## src/e3_rx_monitor_params.svh

```systemverilog
// Purpose: offsets, field positions, reset values and counts of the E3 receive monitor
// Assumes: 8-bit register space, byte-wide frame stream
// Notes: definitions only
`ifndef E3_RX_MONITOR_PARAMS_SVH
`define E3_RX_MONITOR_PARAMS_SVH

`define REG_PERSIST_CFG    8'h10
`define REG_ALARM_STATE    8'h11
`define REG_EVENT_FLAGS    8'h13
`define REG_EVENT_ENABLE   8'h16
`define REG_EVENT_CLEAR    8'h17

`define CFG_PERSIST_SEL    4
`define CFG_TMARK_SEL      3
`define CFG_RX_PLD_HI      7
`define CFG_RX_PLD_LO      5
`define STATE_FAIL_BIT     0
`define STATE_TMARK_BIT    1
`define EV_FERF_BIT        3
`define EV_BIP_BIT         2

`define MA_FERF_BIT        7
`define MA_FEBE_BIT        6
`define MA_PLD_HI          5
`define MA_PLD_LO          3
`define MA_TMARK_BIT       0

`define REG_RESET          8'h00
`define EV_USED_MASK       8'h0c
`define FERF_SHORT_RUN     3'h3
`define FERF_LONG_RUN      3'h5

`endif

```

## src/e3_rx_monitor_pkg.sv

```systemverilog
// Purpose: types of the E3 receive monitor
// Assumes: nothing beyond the params header
// Notes: constants live in the header
package e3_rx_monitor_pkg;

	typedef logic [7:0] byte_t;
	typedef logic [2:0] run_t;

	typedef enum logic
	{
		far_clear,
		far_failed
	} far_end_e;

endpackage : e3_rx_monitor_pkg

```

## src/e3_rx_ferf_bip8_monitor.sv

```systemverilog
// Purpose: far-end failure persistence and BIP-8 check of the G.832 E3 receive path
// Assumes: an upstream delineator marks frame start, MA byte and EM byte on one clock
// Notes: register port is a plain strobe bus with read data one cycle late
// How it works
// - with persistence select 0, three consecutive frames with MA bit 7 set declare the failure.
// - with persistence select 1, five consecutive such frames are needed to declare it.
// - MA byte holds failure in bit 7, block error in bit 6, payload fields below, marker in bit 0.
// - declaring the failure sets event bit 3 of the event flag register.
// - declaring the failure sets bit 0 of the alarm state register.
// - the failure clears after 3 or 5 consecutive frames (same select) with MA bit 7 clear.
// - clearing the failure sets event bit 3 again, so entry and exit both interrupt.
// - clearing the failure returns bit 0 of the alarm state register to 0.
// - the XOR of every byte of a frame is compared with the EM byte of the next frame.
// - a match makes the local transmit framer send a block error bit of 0.
// - a mismatch makes the local transmit framer send a block error bit of 1.
// - a mismatch also sets event bit 2 of the event flag register.
`timescale 1ns/10ps
`include "e3_rx_monitor_params.svh"

module e3_rx_ferf_bip8_monitor
	import e3_rx_monitor_pkg::*;
#(
	parameter logic [2:0] EXPECTED_PAYLOAD = 3'h0
)
(
	input  wire logic       clk_sys,
	input  wire logic       srst,
	input  wire logic [7:0] rx_data,
	input  wire logic       rx_data_valid,
	input  wire logic       rx_frame_start,
	input  wire logic       rx_ma_byte,
	input  wire logic       rx_em_byte,
	input  wire logic [7:0] reg_addr,
	input  wire logic [7:0] reg_wdata,
	input  wire logic       reg_wr,
	input  wire logic       reg_rd,
	output logic      [7:0] reg_rdata,
	output logic            febe_bit,
	output logic            febe_strobe,
	output logic            far_end_fail_state,
	output logic            irq
);

	function automatic logic hit(input byte_t addr, input byte_t target);
		hit = (addr == target);
	endfunction : hit

	far_end_e  far_state;
	run_t      fail_run;
	run_t      run_limit;
	byte_t     bip_acc;
	byte_t     bip_prev;
	logic      bip_prev_ok;
	logic      bip_acc_ok;
	byte_t     event_flags;
	byte_t     event_enable;
	logic      far_end_fail_persistence_select;
	logic      timing_marker_filter_select;
	logic [2:0] received_payload_kind;
	logic [2:0] expected_payload_kind;
	logic      tmark_state;
	logic      tmark_last;
	logic      ma_take;
	logic      em_take;
	logic      ma_ferf;
	logic      run_done;
	logic      far_change;
	logic      bip_mismatch;
	logic      flag_read;
	logic      flag_clear;
	byte_t     next_rdata;

	assign ma_take = rx_data_valid && rx_ma_byte;
	assign em_take = rx_data_valid && rx_em_byte && bip_prev_ok;
	assign ma_ferf = rx_data[`MA_FERF_BIT];
	assign expected_payload_kind = EXPECTED_PAYLOAD;
	// persistence depth; select may change at any time
	assign run_limit = far_end_fail_persistence_select ? `FERF_LONG_RUN : `FERF_SHORT_RUN;
	// >= so that a select change mid-run cannot wrap the counter
	assign run_done   = (fail_run >= run_limit - 3'h1);
	assign far_change = ma_take && (ma_ferf != (far_state == far_failed)) && run_done;
	assign bip_mismatch = (bip_prev != rx_data);
	assign flag_read    = reg_rd && hit(reg_addr, `REG_EVENT_FLAGS);
	assign flag_clear   = reg_wr && hit(reg_addr, `REG_EVENT_CLEAR);

	// far-end failure persistence
	always_ff @(posedge clk_sys)
	begin
		if (srst)
		begin
			far_state <= far_clear;
			fail_run  <= 3'h0;
		end
		else if (ma_take)
		begin
			case (far_state)
				far_clear:
				begin
					if (!ma_ferf)
					begin
						fail_run <= 3'h0;
					end
					else if (run_done)
					begin
						far_state <= far_failed;
						fail_run  <= 3'h0;
					end
					else
					begin
						fail_run <= fail_run + 3'h1;
					end
				end
				far_failed:
				begin
					if (ma_ferf)
					begin
						fail_run <= 3'h0;
					end
					else if (run_done)
					begin
						far_state <= far_clear;
						fail_run  <= 3'h0;
					end
					else
					begin
						fail_run <= fail_run + 3'h1;
					end
				end
				default:
				begin
					far_state <= far_clear;
					fail_run  <= 3'h0;
				end
			endcase
		end
	end

	assign far_end_fail_state = (far_state == far_failed);

	// payload and timing marker capture from the MA byte
	always_ff @(posedge clk_sys)
	begin
		if (srst)
		begin
			received_payload_kind <= 3'h0;
			tmark_state           <= 1'b0;
			tmark_last            <= 1'b0;
		end
		else if (ma_take)
		begin
			received_payload_kind <= rx_data[`MA_PLD_HI:`MA_PLD_LO];
			tmark_last            <= rx_data[`MA_TMARK_BIT];
			// filtered mode needs two frames in agreement before the marker moves
			if (!timing_marker_filter_select || (tmark_last == rx_data[`MA_TMARK_BIT]))
			begin
				tmark_state <= rx_data[`MA_TMARK_BIT];
			end
		end
	end

	// BIP-8 accumulation per frame
	always_ff @(posedge clk_sys)
	begin
		if (srst)
		begin
			bip_acc     <= 8'h00;
			bip_prev    <= 8'h00;
			bip_prev_ok <= 1'b0;
			bip_acc_ok  <= 1'b0;
		end
		else if (rx_data_valid)
		begin
			if (rx_frame_start)
			begin
				bip_prev    <= bip_acc;
				bip_acc     <= rx_data;
				// no parity history until one whole frame has passed
				bip_prev_ok <= bip_acc_ok;
				bip_acc_ok  <= 1'b1;
			end
			else
			begin
				bip_acc <= bip_acc ^ rx_data;
			end
		end
	end

	// verdict to the local transmit framer
	always_ff @(posedge clk_sys)
	begin
		if (srst)
		begin
			febe_bit    <= 1'b0;
			febe_strobe <= 1'b0;
		end
		else
		begin
			febe_strobe <= em_take;
			if (em_take)
			begin
				febe_bit <= bip_mismatch;
			end
		end
	end

	// sticky events; a new event beats a read or a clear in the same cycle
	always_ff @(posedge clk_sys)
	begin
		if (srst)
		begin
			event_flags <= `REG_RESET;
		end
		else
		begin
			for (int i = 0; i < 8; i++)
			begin
				if ((i == `EV_FERF_BIT) && far_change)
				begin
					event_flags[i] <= 1'b1;
				end
				else if ((i == `EV_BIP_BIT) && em_take && bip_mismatch)
				begin
					event_flags[i] <= 1'b1;
				end
				else if (flag_read || (flag_clear && reg_wdata[i]))
				begin
					event_flags[i] <= 1'b0;
				end
			end
		end
	end

	// software-written controls
	always_ff @(posedge clk_sys)
	begin
		if (srst)
		begin
			far_end_fail_persistence_select <= 1'b0;
			timing_marker_filter_select     <= 1'b0;
			event_enable                    <= `REG_RESET;
		end
		else if (reg_wr)
		begin
			if (hit(reg_addr, `REG_PERSIST_CFG))
			begin
				far_end_fail_persistence_select <= reg_wdata[`CFG_PERSIST_SEL];
				timing_marker_filter_select     <= reg_wdata[`CFG_TMARK_SEL];
			end
			if (hit(reg_addr, `REG_EVENT_ENABLE))
			begin
				event_enable <= reg_wdata & `EV_USED_MASK;
			end
		end
	end

	// read mux; unmapped and write-only addresses read zero
	always_comb
	begin
		next_rdata = 8'h00;
		case (reg_addr)
			`REG_PERSIST_CFG:
			begin
				next_rdata[`CFG_RX_PLD_HI:`CFG_RX_PLD_LO] = received_payload_kind;
				next_rdata[`CFG_PERSIST_SEL]              = far_end_fail_persistence_select;
				next_rdata[`CFG_TMARK_SEL]                = timing_marker_filter_select;
				next_rdata[2:0]                           = expected_payload_kind;
			end
			`REG_ALARM_STATE:
			begin
				next_rdata[`STATE_FAIL_BIT]  = far_end_fail_state;
				next_rdata[`STATE_TMARK_BIT] = tmark_state;
			end
			`REG_EVENT_FLAGS:
			begin
				next_rdata = event_flags;
			end
			`REG_EVENT_ENABLE:
			begin
				next_rdata = event_enable;
			end
			default:
			begin
				next_rdata = 8'h00;
			end
		endcase
	end

	always_ff @(posedge clk_sys)
	begin
		if (srst || !reg_rd)
		begin
			reg_rdata <= 8'h00;
		end
		else
		begin
			reg_rdata <= next_rdata;
		end
	end

	assign irq = |(event_flags & event_enable);

	// checking helpers: runs of MA failure bits seen, saturating
	run_t ones_run;
	run_t zeros_run;

	always_ff @(posedge clk_sys)
	begin
		if (srst)
		begin
			ones_run  <= 3'h0;
			zeros_run <= 3'h0;
		end
		else if (ma_take)
		begin
			ones_run  <= !ma_ferf ? 3'h0 : ((ones_run == 3'h7) ? ones_run : ones_run + 3'h1);
			zeros_run <= ma_ferf ? 3'h0 : ((zeros_run == 3'h7) ? zeros_run : zeros_run + 3'h1);
		end
	end
endmodule : e3_rx_ferf_bip8_monitor

```

## config.mk

```make
export PLATFORM = sky130hd
export DESIGN_NAME = e3_rx_ferf_bip8_monitor
export DESIGN_NICKNAME = d
export VERILOG_FILES = /design/src/e3_rx_monitor_pkg.sv /design/src/e3_rx_ferf_bip8_monitor.sv
export VERILOG_INCLUDE_DIRS = /design/src
export SDC_FILE = /design/constraint.sdc
export NUM_CORES = 1
export LEC_CHECK = 0
export ABC_AREA = 1
export ABC_CLOCK_PERIOD_IN_PS = 2000
export BUFFER_PORTS_ARGS = -buffer_cell sky130_fd_sc_hd__buf_2
export CAP_MARGIN = 20
export CORE_MARGIN = 3
export CORE_UTILIZATION = 45
export CTS_CLUSTER_SIZE = 10
export DETAILED_ROUTE_END_ITERATION = 8
export PLACE_DENSITY_LB_ADDON = 0.25
export SLEW_MARGIN = 20
export SYNTH_ARGS = -nofsm -noshare
export SYNTH_HDL_FRONTEND = slang
export SYNTH_SLANG_ARGS = --single-unit
```

## constraint.sdc

```tcl
create_clock -name clk_sys -period 2 [get_ports clk_sys]
set_clock_uncertainty 0.15 [all_clocks]
set_input_delay 0 -clock clk_sys [delete_from_list [all_inputs] [get_ports clk_sys]]
set_output_delay 0 -clock clk_sys [all_outputs]
set_load 0.005 [all_outputs]
```

# After elaboration in Yosys (flattened, before gate mapping)
# Cells that the tools add are included.
[op_classes] shift=0 reduce_logical=24 mul=0 div=0 n_mux=16 n_eq_ne=8 bitwise=4 magnitude_cmp=1 n_addsub=2
[ops] operator="8-bit by 5-bit == test with 1-bit output (second input constant)" n=5
[ops] operator="6-bit one-hot mux with 3 select lines" n=1
[ops] operator="3-bit 2-to-1 mux" n=4
[ops] operator="1-bit logical AND" n=10
[ops] operator="1-bit 2-to-1 mux" n=8
[ops] operator="8-bit 2-to-1 mux" n=1
[ops] operator="8-bit != test" n=1
[ops] operator="2-bit AND reduction" n=4
[ops] operator="8-bit OR reduction" n=1
[ops] operator="8-bit XOR" n=1
[ops] operator="3-bit one-hot mux with 2 select lines" n=1
[ops] operator="4-bit AND" n=1
[ops] operator="1-bit logical OR" n=4
[ops] operator="2-bit nonzero test" n=2
[ops] operator="3-bit by 1-bit adder with 3-bit output (second input constant)" n=1
[ops] operator="3-bit >= comparator" n=1
[ops] operator="3-bit by 1-bit subtractor with 3-bit output (second input constant)" n=1
[ops] operator="1-bit zero test" n=2
[ops] operator="1-bit inverter" n=2
[ops] operator="1-bit one-hot mux with 2 select lines" n=1
[ops] operator="2-bit OR reduction" n=1
[ops] operator="1-bit == test" n=1
[ops] operator="1-bit != test" n=1
[totals] out_inout_bits=12 reg_bits=43 latch_bits=0 memories=0 mem_bits_rw=0 rom_bits=0

# Logic depth before layout (Yosys ltp)
# Gate-level depths: netlist of run 1.
[logic_depth] ltp_word=6 ltp_mapped=8 ltp_nobuf=8

# Worst setup path before layout of run 1
# No wires, ideal clock.
[synth_path] kind="reg2reg" start="reg fail_run[1]" end="reg (tool-made name)" stages_incl_launch_ff=9 arrival_ns=1.175 setup_time_ns=0.132 path_buffers=0 required_ns=1.718 slack_ns=0.543 cell_sequence="dfxtp_1 inv_1 ha_1 nand2_1 nand2_1 a21oi_1 inv_1 nand3_1 a21oi_1"
[synth_lines] item="from (decl)" line_no="e3_rx_ferf_bip8_monitor.sv:49" source="run_t fail_run;"
[synth_lines] item="from (signal assigned)" line_no="e3_rx_ferf_bip8_monitor.sv:110" source="fail_run <= fail_run + 3'h1;"
[synth_lines] item="from (signal assigned)" line_no="e3_rx_ferf_bip8_monitor.sv:126" source="fail_run <= fail_run + 3'h1;"

# Worst setup path in the final report of run 1
[layout_path] start="in reg_wr" end="reg timing_marker_filter_select"
[layout_via] elab_chain_cells=1
[layout_lines] item="from (decl)" line_no="e3_rx_ferf_bip8_monitor.sv:35" source="input wire logic reg_wr,"
[layout_lines] item="2-bit AND reduction (no line)"
[layout_lines] item="to (signal assigned)" line_no="e3_rx_ferf_bip8_monitor.sv:247" source="timing_marker_filter_select <= reg_wdata[`CFG_TMARK_SEL];"
[layout_lines] item="to (decl)" line_no="e3_rx_ferf_bip8_monitor.sv:58" source="logic timing_marker_filter_select;"
# Every way passes these cells.
# A chain may end at the register's enable or synchronous reset.

==> Implementation_results.wiki, run 1 <==
{| class="wikitable"
! Metric !! Value
|-
| Tcrit/Tclk final || 96.6%
|-
| Run status || completed
|-
| Max-cap violation count || 0
|-
| Share of the yosys chip area belonging to registers || 44.7%
|-
| Final period demand of the worst path || 1.93 ns
|-
| Number of top-level pins || 44
|-
| Multi-input logic area || 868 sq um
|-
| Startpoint kind of the worst setup timing path || input port
|-
| Area of the die || 5100 sq um
|-
| Remaining Overflow, GRT || 0
|-
| Diode insertion count for antenna repair || 0
|-
| Die H || 71.4 um
|-
| Proportion of layout cells with a drive suffix above 1 || 14.7%
|-
| Endpoint type of the worst setup path || flip-flop
|-
| Type of the most critical hold path || in -> reg
|-
| Hold path cells || 6
|-
| Number of fill cells || 338
|-
| Clock transition at path regs || 0.08 ns
|-
| R2R depth || 4
|-
| Number of nets still failing antenna checks after routing || 0
|-
| Worst slew margin relative to its limit || 73.0%
|-
| Clock latency at the later pin of the worst-skew pair || 0.30 ns
|-
| Global-route wire length before repair || 7.89 mm
|-
| Number of pins exceeding their max-slew limit in the final report || 0
|-
| Number of buffers added by the clock tree synthesis step || 5
|-
| Post-Synthesis Cell Area || 1930 sq um
|-
| Register cell area after layout || 861 sq um
|-
| GRT Total Usage || 19.6%
|-
| Horizontal die dimension || 71.4 um
|-
| Setup TNS || 0 ns
|-
| Area share of the largest cell type after synthesis || 44.7%
|-
| Per-cell routed wire length || 11.7 um
|-
| Post-synthesis register bit count || 43
|-
| TritonCTS clock tree || done
|-
| Synth area leader || sky130_fd_sc_hd__dfxtp_1
|-
| Final hold vios || 0
|-
| Via-to-Cell Ratio || 4.85
|-
| Starting density of the core || 47.5%
|-
| Biggest area contributors in the synthesized netlist || sky130_fd_sc_hd__dfxtp_1 45%, sky130_fd_sc_hd__nand2_1 11%, sky130_fd_sc_hd__inv_1 8.0%, sky130_fd_sc_hd__a21oi_1 7.0%, sky130_fd_sc_hd__nor2_1 5.1%
|-
| Commonest cells after routing, fill and taps aside || 57 x sky130_fd_sc_hd__nand2_1, 43 x sky130_fd_sc_hd__dfxtp_1, 41 x sky130_fd_sc_hd__inv_1, 41 x sky130_fd_sc_hd__dlygate4sd3_1, 38 x sky130_fd_sc_hd__buf_2
|-
| Layout net count || 382
|-
| Total detailed-routing wirelength || 4.65 mm
|-
| Netlist cell types || 25
|-
| Cells after synthesis || 265
|-
| Required @ worst endpoint || 2.04 ns
|-
| CTS H-tree lvls || 2
|-
| HPWL after DPL || 2.96 mm
|-
| Iteration-0 DRC Markers || 149
|-
| Std-Cell Core Area || 4060 sq um
|-
| VDD IR max || 0.420 mV
|-
| Most common library cell in the layout ignoring fill and taps || sky130_fd_sc_hd__nand2_1
|-
| Critical-path maximum fanout || 3
|-
| Pleak || 1.20 nW
|-
| Fraction of registers with async set or reset after synthesis || 0%
|-
| Final Total Pwr || 1.66 mW
|-
| DRC violation count after routing || 0
|-
| Area Growth Syn to Fin || 37.3%
|-
| Cell at the root of the clock tree || sky130_fd_sc_hd__clkbuf_8
|-
| Number of nets produced by synthesis || 300
|-
| Number of rows in the core area || 23
|-
| Power Dens Cells || 626 nW/um^2
|-
| Maximum clock insertion buffer count || 2
|-
| Total number of vias || 1922
|-
| Maximum clock frequency || 518 MHz
|-
| Mean instance size in the synthesized netlist || 7.27 sq um
|-
| Count of flip-flops with a built-in enable after synthesis || 0
|-
| Placer's final routability congestion estimate || 0.821
|-
| Number of clock sinks || 43
|-
| Start-to-end type of the worst setup path || in -> reg
|-
| Maximum number of pins on one net before global-route repair || 24
|-
| Final Setup Violations || 0
|-
| CP arrival || 1.97 ns
|-
| Warning count from the yosys run || 0
|-
| Setup repair after global routing missed its margin || false
|-
| Most used flip-flop cell after synthesis || sky130_fd_sc_hd__dfxtp_1
|-
| Initial antenna violation count || 0
|-
| PortBufs || 38
|-
| Detailed-router iteration count before antenna repair || 4
|-
| Number of global-route vias before repair || 1823
|-
| Tightest Pin Transition || 0.404 ns
|}
==> worst max-delay path, cell delays in order <==
cell and delay (ns):
sky130_fd_sc_hd__dlygate4sd3_1 0.52, sky130_fd_sc_hd__buf_2 0.13, sky130_fd_sc_hd__nand2_2 0.08, sky130_fd_sc_hd__o21ai_1 0.11, sky130_fd_sc_hd__dlygate4sd3_1 0.56, sky130_fd_sc_hd__nor2_1 0.04, sky130_fd_sc_hd__dlygate4sd3_1 0.54
==> per-stage QoR <==
step                worst slack (ns)  hold WS, ns  utilization, %  instances  cell area [sq um]
detailed placement             0.414        0.107            53.1        348               2150
floorplan                      0.543      -0.0715               -        265               1930
CTS                           0.0593      0.00758            65.0        395               2640
global route                 0.00506       0.0971            65.2        396               2650
global placement               0.439        0.101            53.1        348               2150
finish                        0.0679       0.0507            65.2        396               2650
==> cells in the mapped netlist, types with 2 or more instances <==
library cell / instances
sky130_fd_sc_hd__o22ai_1: 3
sky130_fd_sc_hd__nor2_1: 26
sky130_fd_sc_hd__o21ai_0: 19
sky130_fd_sc_hd__nand2_1: 57
sky130_fd_sc_hd__nand4_1: 3
sky130_fd_sc_hd__o31ai_1: 6
sky130_fd_sc_hd__nand3_1: 9
sky130_fd_sc_hd__buf_2: 2
sky130_fd_sc_hd__a21oi_1: 27
sky130_fd_sc_hd__a41oi_1: 2
sky130_fd_sc_hd__a211oi_1: 3
sky130_fd_sc_hd__nand2_2: 2
sky130_fd_sc_hd__ha_1: 3
sky130_fd_sc_hd__buf_4: 3
sky130_fd_sc_hd__clkbuf_1: 2
sky130_fd_sc_hd__nor3_1: 2
sky130_fd_sc_hd__dfxtp_1: 43
sky130_fd_sc_hd__xnor2_1: 6
sky130_fd_sc_hd__inv_1: 41
==> flip-flops by register name, indices dropped and copies added (netlist names), named ones only <==
| name | count |
|---|---|
| far_end_fail_persistence_select | 1 |
| bip_prev_ok | 1 |
| tmark_state | 1 |
| bip_prev | 8 |
| fail_run | 3 |
| event_enable | 2 |
| event_flags | 2 |
| tmark_last | 1 |
| bip_acc | 8 |
| bip_acc_ok | 1 |
| febe_bit | 1 |
| timing_marker_filter_select | 1 |
| febe_strobe | 1 |
| received_payload_kind | 3 |
| reg_rdata | 8 |
==> repair_timing <==
action | in CTS | in global routing
setup endpoints to repair | 0 | 2
hold buffers | 41 | 1
setup buffers | 0 | 1
resized for setup | 0 | 2
endpoints found under the hold margin | 30 | 2
==> metal layers <==
layer	part of all wire (%)	vias up	GRT usage (%)
met3	5.1	7	5.33
met4	1.3	0	6.05
li1	-	1015	-
met2	50	49	35.1
met1	44	851	22.6
met5	0	-	0
==> cells by family after synthesis <==
logic type / count (synthesis) / share of synthesized area (%)
simple gates: 102 / 22.3
xor+xnor: 6 / 2.73
compound gates: 62 / 18.1
fa+ha+maj: 3 / 1.95
flops: 43 / 44.7
buf+inv: 49 / 10.3
==> cell type report <==
class                   count  share of cell area [%]
multi-input cells         173                    32.8
repair buffers             82                    23.6
flip-flops and latches     43                    32.5
inverters                  42                    5.96
well taps                  50                    2.37
clock buffers               6                    2.74
==> worst paths after layout <==
path,end,start,slack [ns]
hold reg to reg,reg_rdata[7],received_payload_kind[2],0.30
setup reg to reg,febe_strobe,bip_prev_ok,0.17
setup / recovery,timing_marker_filter_select,reg_wr,0.07
hold / removal,reg_rdata[3],reg_addr[2],0.05
==> report_power, final <==
part / internal (mW) / switching [mW]
logic: 0.114 / 0.120
registers: 0.888 / 0.0159
clock network: 0.233 / 0.285
total: 1.24 / 0.420
Power figures use the tool's default switching activity.
==> inputs of run 2 (changes only) <==
Settings changed: REMOVE_ABC_BUFFERS set to 1.
==> run 2 against run 1 <==
Effect of this change:
- routed wire length rose by 9.5%
- critical path depth grew 1
- critical endpoint is now bip_acc[5]
- highest routed layer unchanged
- setup slack improved by 0.033 ns
==> Implementation_results.wiki, run 2 (synthesized netlist as in run 1, its figures left out) <==
{| class="wikitable"
! Metric !! Value
|-
| Run status || completed
|-
| Finished Cell Area || 2730 sq um
|-
| Sequential power share || 51.5%
|-
| Master of the slowest instance on the critical path || sky130_fd_sc_hd__dlygate4sd3_1
|-
| Maximum clock insertion buffer count || 2
|-
| Initial antenna violation count || 0
|-
| Largest registers || bip_acc: 8 flops, bip_prev: 8 flops, reg_rdata: 8 flops
|-
| Remaining Overflow, GRT || 0
|-
| Type of the most critical hold path || in -> reg
|-
| Maximum clock frequency || 527 MHz
|-
| DRC violation count after routing || 0
|-
| Register cell area after layout || 861 sq um
|-
| GRT Total Usage || 20.3%
|-
| Clock group share of total power || 34.7%
|-
| Via-to-Cell Ratio || 4.98
|-
| Setup TNS || 0 ns
|-
| Cell at the root of the clock tree || sky130_fd_sc_hd__clkbuf_8
|-
| Number of buffers added by the clock tree synthesis step || 5
|-
| Final Total Pwr || 1.76 mW
|-
| Placer's final routability congestion estimate || 0.839
|-
| Layout net count || 389
|-
| Post-Route Utilization || 67.4%
|-
| CTS H-tree lvls || 2
|-
| Multi-input logic area || 878 sq um
|-
| Number of pins exceeding their max-slew limit in the final report || 0
|-
| Starting density of the core || 47.5%
|-
| Clock latency at the later pin of the worst-skew pair || 0.29 ns
|-
| Launch point of the worst hold path || rx_data_valid
|-
| Post-route non-filler standard cell count || 405
|-
| Start-to-end type of the worst setup path || in -> reg
|-
| Most common library cell in the layout ignoring fill and taps || sky130_fd_sc_hd__nand2_1
|-
| Worst slew margin relative to its limit || 70.2%
|-
| Switching power share of the total || 24.7%
|-
| Number of nets still failing antenna checks after routing || 0
|-
| Total detailed-routing wirelength || 5.09 mm
|-
| Hold path cells || 4
|-
| Startpoint kind of the worst setup timing path || input port
|-
| Iteration-0 DRC Markers || 122
|-
| Internal || 1.32 mW
|-
| Power Dens Cells || 643 nW/um^2
|-
| Placed instance area || 2150 sq um
|-
| Global-route wire length before repair || 8.25 mm
|-
| Most repeated library cell on the critical path || sky130_fd_sc_hd__dlygate4sd3_1
|-
| Setup slack after layout || 0.101 ns
|-
| Worst hold slack after final layout || 0.0531 ns
|-
| Sequence of cells on the critical path || dlygate4sd3_1 > buf_2 > nand2_2 > clkinvlp_4 > o22ai_1 > nand2_1 > a41oi_1 > dlygate4sd3_1
|-
| Number of fill cells || 337
|-
| Proportion of layout cells with a drive suffix above 1 || 18.3%
|-
| VDD IR max || 0.456 mV
|-
| Maximum number of pins on one net before global-route repair || 19
|-
| Area of the die || 5100 sq um
|-
| Worst reg2reg startpoint || far_end_fail_persistence_select
|-
| Register-to-register path setup slack || 0.31 ns
|-
| Number of global-route vias before repair || 1898
|-
| HPWL after DPL || 2.96 mm
|-
| Diode insertion count for antenna repair || 0
|-
| Detailed-router iteration count before antenna repair || 4
|-
| Tightest Pin Transition || 0.446 ns
|-
| Critical-path maximum fanout || 12
|-
| Switching power || 434 uW
|-
| CP arrival || 1.99 ns
|-
| Final Setup Violations || 0
|-
| Total number of vias || 2015
|-
| Proportion of power drawn by combinational gates || 13.8%
|-
| Std-Cell Core Area || 4060 sq um
|-
| Area Growth Syn to Fin || 41.9%
|-
| Number of clock sinks || 43
|-
| Delay contributed by the slowest stage of the critical path || 0.57 ns
|-
| TritonCTS clock tree || done
|-
| Number of rows in the core area || 23
|-
| Per-cell routed wire length || 12.6 um
|-
| Commonest cells after routing, fill and taps aside || 56 x sky130_fd_sc_hd__nand2_1, 43 x sky130_fd_sc_hd__dfxtp_1, 40 x sky130_fd_sc_hd__inv_1, 39 x sky130_fd_sc_hd__dlygate4sd3_1, 38 x sky130_fd_sc_hd__buf_2
|-
| Hold EP || bip_acc[6]
|-
| Die H || 71.4 um
|-
| Worst-case setup slack after placement || 0.386 ns
|-
| PortBufs || 38
|-
| Endpoint type of the worst setup path || flip-flop
|-
| Final period demand of the worst path || 1.90 ns
|-
| Clock transition at path regs || 0.08 ns
|-
| Horizontal die dimension || 71.4 um
|-
| Pleak || 1.26 nW
|-
| R2R depth || 8
|-
| Dpl cells || 348
|-
| Final hold vios || 0
|-
| Tcrit/Tclk final || 94.9%
|-
| Max-cap violation count || 0
|-
| Required @ worst endpoint || 2.09 ns
|-
| Number of top-level pins || 44
|}
==> run 2: critical path, delay by kind of cell <==
family                 cells  cell delay [ns]
buffers and inverters      4             1.42
AO/OA/AOI/OAI              2             0.29
AND/OR/NAND/NOR            2             0.27
==> run 2: final cells by class <==
type,count,share of cell area [%]
Timing Repair Buffer,89,24.5
Inverter,42,5.90
Sequential cell,43,31.5
Multi-Input combinational cell,173,32.1
Clock buffer,8,3.66
Tap cell,50,2.29
==> run 2: worst max-delay path by stage <==
| stage | from | to | cells past startpoint |
|---|---|---|---|
| 4_1_cts | reg_addr[5] | timing_marker_filter_select | 10 |
| 3_5_place_dp | far_end_fail_persistence_select | flip-flop | 8 |
| 6_report | rx_frame_start | bip_acc[5] | 8 |
| 3_3_place_gp | fail_run[1] | flip-flop | 8 |
| 2_1_floorplan | fail_run[1] | flip-flop | 8 |
| 5_1_grt | rx_frame_start | bip_acc[3] | 8 |
==> run 2: timing repair <==
item | in CTS | in global routing
gates resized for setup | 0 | 7
setup endpoints to repair | 0 | 5
endpoints found under the hold margin | 35 | 0
hold buffers | 42 | 0
setup buffers | 0 | 10
==> run 2: power by group through the flow <==
stage | combinational (mW) | sequential (mW) | clock, mW
after floorplan | 0.106 | 0.921 | 0
after global placement | 0.172 | 0.924 | 0
after detailed placement | 0.175 | 0.924 | 0
after CTS | 0.232 | 0.904 | 0.620
after global routing | 0.273 | 0.908 | 0.653
final | 0.243 | 0.904 | 0.610
==> run 2: layer usage <==
metal	global-route usage [%]	routed length, um
met5	0	0
met4	10.0	97
met3	4.35	277
met2	35.0	2580
met1	23.8	2130
==> inputs of run 3 (changes only) <==
Settings changed: SETUP_SLACK_MARGIN set to 0.15.
==> run 3 against run 2 <==
Effect of this change:
- routed wire length decreased by 6.5%
- die area is the same
- critical endpoint is now event_enable[3]
- worst hold slack worse by 0.051 ns
- final cell count fell by 2.2%
- critical path depth is 1 lower
- highest routed layer unchanged
- core utilization down 1.5 points
==> Implementation_results.wiki, run 3 (synthesized netlist as in run 1, its figures left out) <==
{| class="wikitable"
! Metric !! Value
|-
| Pleak || 1.21 nW
|-
| Sequence of cells on the critical path || dlygate4sd3_1 > buf_2 > nor3_2 > nand3_1 > buf_4 > a21oi_1 > dlygate4sd3_1
|-
| HPWL after DPL || 2.96 mm
|-
| Tcrit/Tclk final || 91.3%
|-
| Initial antenna violation count || 0
|-
| Die H || 71.4 um
|-
| Critical-path maximum fanout || 4
|-
| Number of top-level pins || 44
|-
| Number of rows in the core area || 23
|-
| Post-Route Utilization || 65.8%
|-
| CTS H-tree lvls || 2
|-
| Proportion of layout cells with a drive suffix above 1 || 16.8%
|-
| Clock group share of total power || 34.6%
|-
| VDD IR max || 0.444 mV
|-
| Number of fill cells || 340
|-
| Per-cell routed wire length || 12.0 um
|-
| R2R depth || 8
|-
| Endpoint type of the worst setup path || flip-flop
|-
| Final Setup Violations || 0
|-
| Area of the die || 5100 sq um
|-
| Hold path cells || 5
|-
| Worst reg2reg startpoint || far_end_fail_persistence_select
|-
| Most repeated library cell on the critical path || sky130_fd_sc_hd__dlygate4sd3_1
|-
| Total number of vias || 1970
|-
| Area Growth Syn to Fin || 38.6%
|-
| Master of the slowest instance on the critical path || sky130_fd_sc_hd__dlygate4sd3_1
|-
| Maximum number of pins on one net before global-route repair || 19
|-
| Startpoint kind of the worst setup timing path || input port
|-
| Finished Cell Area || 2670 sq um
|-
| Worst slew margin relative to its limit || 69.4%
|-
| Clock latency at the later pin of the worst-skew pair || 0.30 ns
|-
| Top cell family by delay on the critical path || buffers and inverters
|-
| CP arrival || 1.92 ns
|-
| Final Total Pwr || 1.75 mW
|-
| Maximum clock insertion buffer count || 2
|-
| PortBufs || 38
|-
| Register-to-register path setup slack || 0.35 ns
|-
| Power Dens Cells || 657 nW/um^2
|-
| Final hold vios || 0
|-
| Std-Cell Core Area || 4060 sq um
|-
| Number of pins exceeding their max-slew limit in the final report || 0
|-
| DRC violation count after routing || 0
|-
| Number of nets still failing antenna checks after routing || 0
|-
| Clock transition at path regs || 0.08 ns
|-
| Sequential power share || 51.6%
|-
| Proportion of power drawn by combinational gates || 13.9%
|-
| Layout net count || 380
|-
| Global-route wire length before repair || 8.25 mm
|-
| Maximum clock frequency || 548 MHz
|-
| Largest registers || bip_acc: 8 flops, bip_prev: 8 flops, reg_rdata: 8 flops
|-
| Detailed-router iteration count before antenna repair || 4
|-
| Number of global-route vias before repair || 1894
|-
| Placed instance area || 2150 sq um
|-
| Setup repair after global routing missed its margin || true
|-
| Run status || completed
|-
| Max-cap violation count || 0
|-
| Number of buffers added by the clock tree synthesis step || 5
|-
| Internal || 1.32 mW
|-
| GRT Total Usage || 20.3%
|-
| Delay contributed by the slowest stage of the critical path || 0.55 ns
|-
| Critical path buffers and inverters || 4
|-
| Cell at the root of the clock tree || sky130_fd_sc_hd__clkbuf_8
|-
| Via-to-Cell Ratio || 4.97
|-
| Setup TNS || 0 ns
|-
| Hold EP || reg_rdata[0]
|-
| Switching power || 432 uW
|-
| TritonCTS clock tree || done
|-
| Most common library cell in the layout ignoring fill and taps || sky130_fd_sc_hd__nand2_1
|-
| Type of the most critical hold path || in -> reg
|-
| Switching power share of the total || 24.6%
|-
| Placer's final routability congestion estimate || 0.839
|-
| Start-to-end type of the worst setup path || in -> reg
|-
| Horizontal die dimension || 71.4 um
|-
| Commonest cells after routing, fill and taps aside || 57 x sky130_fd_sc_hd__nand2_1, 43 x sky130_fd_sc_hd__dfxtp_1, 39 x sky130_fd_sc_hd__inv_1, 38 x sky130_fd_sc_hd__buf_2, 37 x sky130_fd_sc_hd__dlygate4sd3_1
|-
| Remaining Overflow, GRT || 0
|-
| Tightest Pin Transition || 0.458 ns
|-
| Iteration-0 DRC Markers || 106
|-
| Total detailed-routing wirelength || 4.76 mm
|-
| Diode insertion count for antenna repair || 0
|-
| Required @ worst endpoint || 2.09 ns
|-
| Launch point of the worst hold path || reg_addr[4]
|-
| Final period demand of the worst path || 1.83 ns
|-
| Starting density of the core || 47.5%
|-
| Number of clock sinks || 43
|}
==> run 3: cell types whose count changed in the layout (fill, tap and decap cells not counted), sizes merged <==
cell / previous run / this run
buf: 50 / 43
dlygate4sd3: 39 / 37
==> run 3: stage by stage <==
stage / instances / worst slack (ns) / hold WS [ns]
6_report: 396 / 0.174 / 0.00252
5_1_grt: 396 / 0.0726 / 0.0344
4_1_cts: 398 / 0.153 / 0.0117
3_5_place_dp: 348 / 0.386 / 0.109
2_1_floorplan: 258 / 0.552 / -0.0809
3_3_place_gp: 348 / 0.418 / 0.109
==> run 3: cell type report <==
class                           instances  area [sq um]  area share (%)
Clock buffer                            8           100            3.75
Inverter                               42           161            6.04
Multi-Input combinational cell        173           885            33.1
Sequential cell                        43           861            32.2
Tap cell                               50          62.6            2.34
Timing Repair Buffer                   80           602            22.5
==> run 3: power by group through the flow <==
stage	sequential [mW]	clock [mW]	combinational [mW]
after floorplan	0.921	0	0.106
after global placement	0.924	0	0.172
after detailed placement	0.924	0	0.175
after CTS	0.904	0.620	0.237
after global routing	0.908	0.650	0.275
final	0.904	0.606	0.243
==> run 3: timing repair <==
item	in CTS	in global routing
buffers inserted	0	3
hold endpoints to repair	35	0
hold buffers	42	0
setup endpoints to repair	0	11
resized for setup	0	8
==> run 3: worst max path at each step <==
| stage | cells after the start | start | to | slack [ns] |
|---|---|---|---|---|
| finish | 7 | reg_addr[0] | event_enable[3] | 0.17 |
| global route | 7 | reg_addr[0] | event_enable[3] | 0.07 |
| CTS | 7 | reg_addr[0] | event_enable[3] | 0.15 |
| detailed placement | 8 | far_end_fail_persistence_select | flip-flop | 0.39 |
| global placement | 8 | fail_run[1] | flip-flop | 0.42 |
| floorplan | 8 | fail_run[1] | flip-flop | 0.55 |
==> run 3: tightest hold or removal path: cells and delay by family <==
family / cells / cell delay [ns]
simple gates: 4 / 0.31
buf+inv: 1 / 0.09
==> run 3: layer usage <==
layer / wire length [um] / vias to the layer above / part of all wire [%] / track usage, %
li1: - / 1011 / - / -
met1: 2070 / 892 / 44 / 24.1
met2: 2330 / 54 / 49 / 35.2
met3: 240 / 13 / 5.0 / 4.21
met4: 119 / 0 / 2.5 / 8.77
met5: 0 / - / 0 / 0
